===== config.mk =====
export PLATFORM = sky130hd
export DESIGN_NAME = sar_ctrl
export DESIGN_NICKNAME = d
export VERILOG_FILES = /design/src/inc/sar_ctrl_pkg.sv /design/src/rtl/sar_ctrl.sv
export SDC_FILE = /design/constraint.sdc
export NUM_CORES = 1
export LEC_CHECK = 0
export ABC_AREA = 1
export BUFFER_PORTS_ARGS = -buffer_cell sky130_fd_sc_hd__buf_2
export CORE_MARGIN = 5
export CORE_UTILIZATION = 53
export DETAILED_ROUTE_END_ITERATION = 7
export HOLD_SLACK_MARGIN = 0.15
export MAX_ROUTING_LAYER = met4
export PLACE_DENSITY = 0.85
export SETUP_SLACK_MARGIN = 0.02
export SLEW_MARGIN = 20
export SYNTH_ARGS = -nofsm -noshare
export SYNTH_HDL_FRONTEND = slang
export SYNTH_SLANG_ARGS = --single-unit

===== constraint.sdc =====
create_clock -name i_sys_clk -period 2.96 [get_ports i_sys_clk]
set_input_delay 0.296 -clock i_sys_clk [delete_from_list [all_inputs] [get_ports i_sys_clk]]
set_output_delay 0.296 -clock i_sys_clk [all_outputs]
set_load 0.02 [all_outputs]

===== src/inc/sar_ctrl_pkg.sv =====
// Shared constants and types for the converter sequencing block.
package sar_ctrl_pkg;

  // ***********************************************************************
  // Widths and control byte layout
  // ***********************************************************************
  localparam int RES_W      = 12;
  localparam int CTRL_W     = 8;
  localparam int CH_W       = 3;
  localparam int SYNC_W     = 3;

  // Power and clock select encodings.
  localparam logic [1:0] PWR_FULL_DOWN = 2'h0;
  localparam logic [1:0] PWR_STANDBY   = 2'h1;
  localparam logic [1:0] PWR_NORM_INT  = 2'h2;
  localparam logic [1:0] PWR_NORM_EXT  = 2'h3;

  typedef struct packed {
    logic [1:0]      power_clock_select;
    logic            sample_window_select;
    logic            input_pairing_select;
    logic            polarity_select;
    logic [CH_W-1:0] channel_index;
  } ctrl_byte_t;

  localparam ctrl_byte_t CTRL_RESET = '0;

  // ***********************************************************************
  // Sequencing counts and timing
  // ***********************************************************************
  localparam logic [3:0] ACQ_FALL_EDGES = 4'h4;
  localparam logic [3:0] CONV_TICKS     = 4'hd;
  localparam logic [3:0] TICK_ZERO      = 4'h0;
  localparam int CLK_PERIOD_PS    = 5000;
  localparam int CONV_TIME_INT_PS = 3600000;
  localparam int INT_TICK_CYCLES  =
    CONV_TIME_INT_PS / (13 * CLK_PERIOD_PS);
  localparam int DIV_W = 8;

  // Sequencer states, one-hot.
  typedef enum logic [3:0] {
    ST_IDLE    = 4'h1,
    ST_ACQ_INT = 4'h2,
    ST_ACQ_EXT = 4'h4,
    ST_CONV    = 4'h8
  } seq_state_t;

endpackage


===== src/rtl/sar_ctrl.sv =====
// Acquisition and conversion sequencer for a 12-bit SAR converter.
`timescale 1ns/1ps

// Behaviour
// - A chip-selected write of the control byte starts a conversion sequence.
// - Window select picks bare acquisition or acquisition plus conversion.
// - Tracking begins on the write strobe rising edge.
// - Host-bounded mode holds on the next write strobe rising edge with window select zero.
// - Internally timed mode holds on the fourth conversion clock falling edge.
// - Internal window lasts four conversion clock falling edges, then conversion starts itself.
// - Each conversion takes 13 conversion clock cycles.
// - A write during conversion aborts it and starts a new acquisition.
// - Window select one keeps acquisition open until the next write.
// - A second write with window select zero starts conversion.
// - Single-ended routes positive node to channel, negative to return.
// - Pseudo-differential connects both nodes to the selected channel pair.
// - Conversion start moves capacitor to negative node; twelve bits resolve.
// - Next acquisition reconnects the capacitor to the positive input.
// - Completion flag goes low when the result is ready.
// - Completion flag returns high on first read or a new write.
// - Bits seven, six give power and clock; bit five the window mode.
// - Bit four pairing, bit three polarity, bits two to zero channel.
// - External conversion clock is used after reset until changed.
// - Read strobe falling with chip select low drives the result out.
module sar_ctrl
  import sar_ctrl_pkg::*;
#(
  parameter int TICK_CYCLES = INT_TICK_CYCLES
) (
  input  wire logic             i_sys_clk,
  input  wire logic             i_rst,
  input  wire logic             i_cs_n,
  input  wire logic             i_wr_n,
  input  wire logic             i_rd_n,
  input  wire logic             i_conv_clk,
  input  wire logic [CTRL_W-1:0] i_data,
  input  wire logic             i_comp_high,
  output logic [RES_W-1:0]      o_data,
  output logic                  o_data_oe,
  output logic                  o_done_n,
  output logic                  o_done_oe,
  output logic                  o_track,
  output logic                  o_cap_neg,
  output logic [CH_W-1:0]       o_pos_channel,
  output logic [CH_W-1:0]       o_neg_channel,
  output logic                  o_neg_to_return,
  output logic                  o_unipolar,
  output logic [1:0]            o_power_mode,
  output logic                  o_clk_internal,
  output logic [RES_W-1:0]      o_dac_code
);

  // ***********************************************************************
  // State record
  // ***********************************************************************
  typedef struct packed {
    logic [SYNC_W-1:0] cs_s;
    logic [SYNC_W-1:0] wr_s;
    logic [SYNC_W-1:0] rd_s;
    logic [SYNC_W-1:0] clk_s;
    logic [1:0]        comp_s;
    logic [2*CTRL_W-1:0] data_s;
    seq_state_t        fsm;
    ctrl_byte_t        ctrl;
    logic              clk_internal;
    logic [DIV_W-1:0]  div_cnt;
    logic [3:0]        cnt;
    logic [RES_W-1:0]  trial;
    logic [RES_W-1:0]  result;
    logic              done_n;
    logic              done_oe;
    logic              data_oe;
    logic              track;
    logic              cap_neg;
    logic [CH_W-1:0]   pos_ch;
    logic [CH_W-1:0]   neg_ch;
    logic              neg_ret;
  } state_t;

  state_t r_reg;
  state_t r_next;

  // Trial bit mask for a given step of the approximation.
  function automatic logic [RES_W-1:0] bit_mask(input logic [3:0] idx);
    bit_mask = RES_W'(1) << idx;
  endfunction

  // Strobe edges, judged only on the second and third sync stages.
  logic       cs_low;
  logic       wr_rise;
  logic       rd_fall;
  logic       conv_tick;
  ctrl_byte_t wr_byte;
  logic [3:0] bit_idx;
  // Edge and tick detection on synchronised pins.
  always_comb begin
    cs_low    = !r_reg.cs_s[1];
    wr_rise   = cs_low && r_reg.wr_s[1] && !r_reg.wr_s[2];
    rd_fall   = cs_low && !r_reg.rd_s[1] && r_reg.rd_s[2];
    wr_byte   = ctrl_byte_t'(r_reg.data_s[2*CTRL_W-1:CTRL_W]);
    bit_idx   = 4'(RES_W) - r_reg.cnt;
    if (r_reg.clk_internal) begin
      conv_tick = (r_reg.div_cnt == DIV_W'(TICK_CYCLES - 1));
    end else begin
      conv_tick = !r_reg.clk_s[1] && r_reg.clk_s[2];
    end
  end

  // ***********************************************************************
  // Next-state logic
  // ***********************************************************************
  always_comb begin
    r_next = r_reg;
    // Three-stage synchronisers (two for the comparator and the data byte); stage zero feeds only stage one.
    r_next.cs_s   = {r_reg.cs_s[1:0], i_cs_n};
    r_next.wr_s   = {r_reg.wr_s[1:0], i_wr_n};
    r_next.rd_s   = {r_reg.rd_s[1:0], i_rd_n};
    r_next.clk_s  = {r_reg.clk_s[1:0], i_conv_clk};
    r_next.comp_s = {r_reg.comp_s[0], i_comp_high};
    r_next.data_s = {r_reg.data_s[CTRL_W-1:0], i_data};

    // Internal conversion clock divider.
    if (conv_tick && r_reg.clk_internal) begin
      r_next.div_cnt = '0;
    end else begin
      r_next.div_cnt = r_reg.div_cnt + DIV_W'(1);
    end

    // Bus drivers follow chip select and the read strobe.
    r_next.done_oe = cs_low;
    r_next.data_oe = cs_low && !r_reg.rd_s[1];

    // A read clears the completion flag.
    if (rd_fall) begin
      r_next.done_n = 1'b1;
    end

    unique case (r_reg.fsm)
      ST_ACQ_INT: begin
        if (conv_tick) begin
          r_next.cnt = r_reg.cnt + 4'h1;
          if (r_reg.cnt == ACQ_FALL_EDGES - 4'h1) begin
            // Fourth falling edge: hold and begin conversion.
            r_next.track   = 1'b0;
            r_next.cap_neg = 1'b1;
            r_next.cnt     = TICK_ZERO;
            r_next.fsm     = ST_CONV;
          end
        end
      end
      ST_ACQ_EXT: begin
        // Waits without limit for the next write below.
        r_next.fsm = ST_ACQ_EXT;
      end
      ST_CONV: begin
        if (conv_tick) begin
          r_next.cnt = r_reg.cnt + 4'h1;
          if (r_reg.cnt == TICK_ZERO) begin
            r_next.trial = bit_mask(4'(RES_W - 1));
          end else begin
            // Drop the trial bit when the comparator says too high.
            if (!r_reg.comp_s[1]) begin
              r_next.trial = r_reg.trial & ~bit_mask(bit_idx);
            end
            if (bit_idx != 4'h0) begin
              r_next.trial = r_next.trial | bit_mask(bit_idx - 4'h1);
            end
          end
          if (r_reg.cnt == CONV_TICKS - 4'h1) begin
            r_next.result = r_next.trial;
            r_next.done_n = 1'b0;
            r_next.fsm    = ST_IDLE;
          end
        end
      end
      ST_IDLE: begin
        r_next.fsm = ST_IDLE;
      end
    endcase

    // A chip-selected write overrides any sequence in progress.
    if (wr_rise) begin
      r_next.done_n = 1'b1;
      r_next.cnt    = TICK_ZERO;
      r_next.trial  = '0;
      r_next.result = r_reg.result;
      if (r_reg.fsm == ST_ACQ_EXT && !wr_byte.sample_window_select) begin
        // Second write ends the open window and converts.
        r_next.track   = 1'b0;
        r_next.cap_neg = 1'b1;
        r_next.fsm     = ST_CONV;
      end else begin
        r_next.track   = 1'b1;
        r_next.cap_neg = 1'b0;
        if (wr_byte.sample_window_select) begin
          r_next.fsm = ST_ACQ_EXT;
        end else begin
          r_next.fsm = ST_ACQ_INT;
        end
      end
      r_next.ctrl = wr_byte;
      // Power-down codes leave the clock source as it was.
      if (wr_byte.power_clock_select == PWR_NORM_INT) begin
        r_next.clk_internal = 1'b1;
        r_next.div_cnt      = '0;
      end else if (wr_byte.power_clock_select == PWR_NORM_EXT) begin
        r_next.clk_internal = 1'b0;
      end
    end

    // Input routing follows the latched control byte.
    r_next.pos_ch  = r_next.ctrl.channel_index;
    r_next.neg_ret = r_next.ctrl.input_pairing_select;
    if (r_next.ctrl.input_pairing_select) begin
      r_next.neg_ch = r_next.ctrl.channel_index;
    end else begin
      r_next.neg_ch = r_next.ctrl.channel_index ^ CH_W'(1);
    end
  end

  // ***********************************************************************
  // State register
  // ***********************************************************************
  always_ff @(posedge i_sys_clk) begin
    if (i_rst) begin
      r_reg              <= '0;
      r_reg.cs_s         <= '1;
      r_reg.wr_s         <= '1;
      r_reg.rd_s         <= '1;
      r_reg.fsm          <= ST_IDLE;
      r_reg.ctrl         <= CTRL_RESET;
      r_reg.clk_internal <= 1'b0;
      r_reg.done_n       <= 1'b1;
      r_reg.neg_ch       <= CH_W'(1);
    end else begin
      r_reg <= r_next;
    end
  end

  // Outputs straight from the state register.
  assign o_data          = r_reg.result;
  assign o_data_oe       = r_reg.data_oe;
  assign o_done_n        = r_reg.done_n;
  assign o_done_oe       = r_reg.done_oe;
  assign o_track         = r_reg.track;
  assign o_cap_neg       = r_reg.cap_neg;
  assign o_pos_channel   = r_reg.pos_ch;
  assign o_neg_channel   = r_reg.neg_ch;
  assign o_neg_to_return = r_reg.neg_ret;
  assign o_unipolar      = r_reg.ctrl.polarity_select;
  assign o_power_mode    = r_reg.ctrl.power_clock_select;
  assign o_clk_internal  = r_reg.clk_internal;
  assign o_dac_code      = r_reg.trial;

  // Ticks seen during the present conversion.
  logic [3:0] conv_ticks_seen;
  always_ff @(posedge i_sys_clk) begin
    if (i_rst || r_reg.fsm != ST_CONV) begin
      conv_ticks_seen <= '0;
    end else if (conv_tick) begin
      conv_ticks_seen <= conv_ticks_seen + 4'h1;
    end
  end
endmodule


==> impl_results.md <==
- Mapped Avg Cell Area: 7.62 um2
- Worst-skew pair later-pin latency: 360 ps
- Period utilization: 0.678
- Max reg flops: 28
- Detailed Place HPWL: 5.78 mm
- WL/cell: 12.7 um
- Synth top area share: 0.423
- Layout cells sized above 1: 0.217
- Setup TNS: 0 ps
- Slew of the pin with the lowest slew margin: 643 ps
- Ant diodes: 0
- Hold Slack: 409 ps
- Vias in the first global route: 3,170
- FF+latch count, synth: 83
- CP Max Fanout: 14
- Setup Skew: 8.21 ps
- TritonCTS clock tree: built
- Initial core utilization: 0.542
- Final Setup Violations: 0
- Hold path depth: 2
- Tot Pwr: 2.21 mW
- Post-Syn Instances: 516
- Met3 wire length: 438 um
- # port buffers: 54
- Crit Path Category: reg2reg
- DR top layer: met4
- Crit end category: flop
- Critical Path Source Type: flop
- Power Density: 511 mW/mm2
- DP Area: 0.00399 mm2
- Clock slew at reported path FFs: 100 ps
- Status: finished clean
- Worst EP arrival: 2250 ps
- Final net count: 571
- Die footprint: 0.00924 mm2
- Cell area after layout: 0.00432 mm2
- Post-synthesis adder-cell area fraction: 0.0255
- M1 WL: 3.56 mm
- Largest net degree at the start of global routing: 39
- GRT Resource Usage Total: 0.199
- Syn-to-layout area delta: 9.90%
- Slew Limit Fails: 0
- Mux contribution to synthesized area: 0
- MaxCap Viol Count: 0
- Syn_nets: 539
- Slew Limit Headroom: 0.571
- Clk sinks: 83
- Io pins: 55
- Total CTS buffers: 9
- DRT iter0 DRCs: 105
- Maximum clock rate: 0.498 GHz
- Row count: 31
- Hold Violations, Final: 0
- Post-synth EDFFs: 0
- Final wirelength: 8.27 mm
- Avg Vias per Cell: 4.83
- Max clock buf depth: 2
- Antenna Nets Post-Route: 0
- Post-synth top cells: nand2_1, dfxtp_1, inv_1, nor2_1, buf_4
- Met2 wire length: 4.13 mm
- Cell area after synthesis: 0.00393 mm2
- Simple-gate portion of the synthesized area: 0.286
- Remaining Overflow, GRT: 0
- Crit path time final: 2010 ps
- Largest family of logic cells by synthesized area: simple AND/OR/NAND/NOR gates
- Top-count cell post-synth: nand2_1
- Fillers: 661
- Worst Path Required: 3200 ps
- Via Count: 3,151
- Die Wd: 96.1 um
- Post-synth ARST share: 0
- H-tree levels: 3
- Hold Buf Count CTS: 13
- Main flop type after synthesis: dfxtp_1
- Synth Warn #: 0
- Worst hold path class: reg2reg
- GPL Wtd Cong: 0.943
- Largest cells by area after synthesis: dfxtp_1, nand2_1, buf_4
- Clock root buffer master: clkbuf_8
- Die H: 96.1 um
- Maximum VDD drop: 332 uV
- Post-CTS sizing: 0
- DR pass1 iterations: 5
- Post-Synth XOR/XNOR Area: 0.00891
- Antenna violations before repair: 0
- Core Region: 0.00725 mm2
- Seq/Total Area, Yosys: 0.423
- Compound-cell area share of the yosys netlist: 0.107
- # DRC: 0
- Synth area leader: dfxtp_1
- Unrepaired setup endpoints after global routing: false
- Lkg Pwr: 2.11 nW
- # Post-CTS Setup Buffers: 0
- Number of distinct library cells after synthesis: 36
- Worst r2r path cells: 7
- First-pass GRT wire length: 14.0 mm
==> through the flow <==
step	instances	setup WS (ps)	util
floorplan	516	1270	-
global placement	623	1070	0.550
detailed placement	623	977	0.550
CTS	652	960	0.595
global route	652	774	0.595
finish	652	953	0.595
==> routing by layer <==
metal  vias to the layer above  GRT usage
met4                         0     0.0806
met3                        14     0.0375
met1                      1420      0.230
met5                         -          -
met2                        81      0.338
li1                       1636          -
==> worst max-delay path, cell delays in order, from the launching register on <==
cell,delay (ps)
dfxtp_1,410
inv_1,170
ha_1,250
nand3_1,120
inv_1,150
nand4_4,240
inv_1,410
a21oi_1,140
==> placed cells by master (no fill, tap or decap), types with 2 or more instances in the layout <==
cell type,netlist,layout
nand2_1,114,114
clkbuf_8,0,9
inv_6,0,2
nor2_1,57,57
buf_2,4,54
a21oi_2,10,10
xor2_1,3,3
nand2_2,9,9
nor3_1,3,3
or2_2,9,9
inv_8,0,3
inv_1,60,60
dfxtp_1,83,83
o21ai_0,24,24
nand3_1,25,25
buf_4,35,2
inv_2,4,4
ha_1,8,8
o21ai_1,6,6
nand2_4,6,6
dlygate4sd3_1,0,13
nor3_2,2,2
a21oi_4,2,2
nand3b_1,2,2
nor3b_1,4,4
a21oi_1,27,27
==> path summary, 6_finish.rpt <==
check	slack (ps)	start	to
worst max-delay path	950	r_reg[36]$_SDFFE_PP0P_	o_data[10]$_SDFFE_PP0P_
worst min-delay path	410	r_next[76]$_SDFF_PP0_	r_reg[76]$_SDFF_PP0_
worst max register to register	950	r_reg[36]$_SDFFE_PP0P_	o_data[10]$_SDFFE_PP0P_
worst min register to register	410	r_next[76]$_SDFF_PP0_	r_reg[76]$_SDFF_PP0_
==> final cells by class <==
type,count,area [um2],share of cell area
Clock buffer,9,124,0.0287
Clock inverter,7,76.3,0.0177
Inverter,64,240,0.0556
Multi-Input combinational cell,321,1680,0.388
Sequential cell,83,1660,0.385
Tap cell,99,124,0.0287
Timing Repair Buffer,69,415,0.0962
==> where the power goes <==
group,internal (mW),switching [mW]
clock,0.337,0.486
sequential,1.16,0.0245
combinational,0.0786,0.127
total,1.57,0.637
==> logic make-up (layout without fill, tap and decap cells) <==
family,Yosys count,after routing
AOI/OAI and AO/OA,71,71
xor gates and xnor gates,4,4
adders and majority gates,8,8
buffers and inverters,112,149
DFF,83,83
and+or+nand+nor,238,238
No activity file was read; power rests on OpenSTA's default activity.
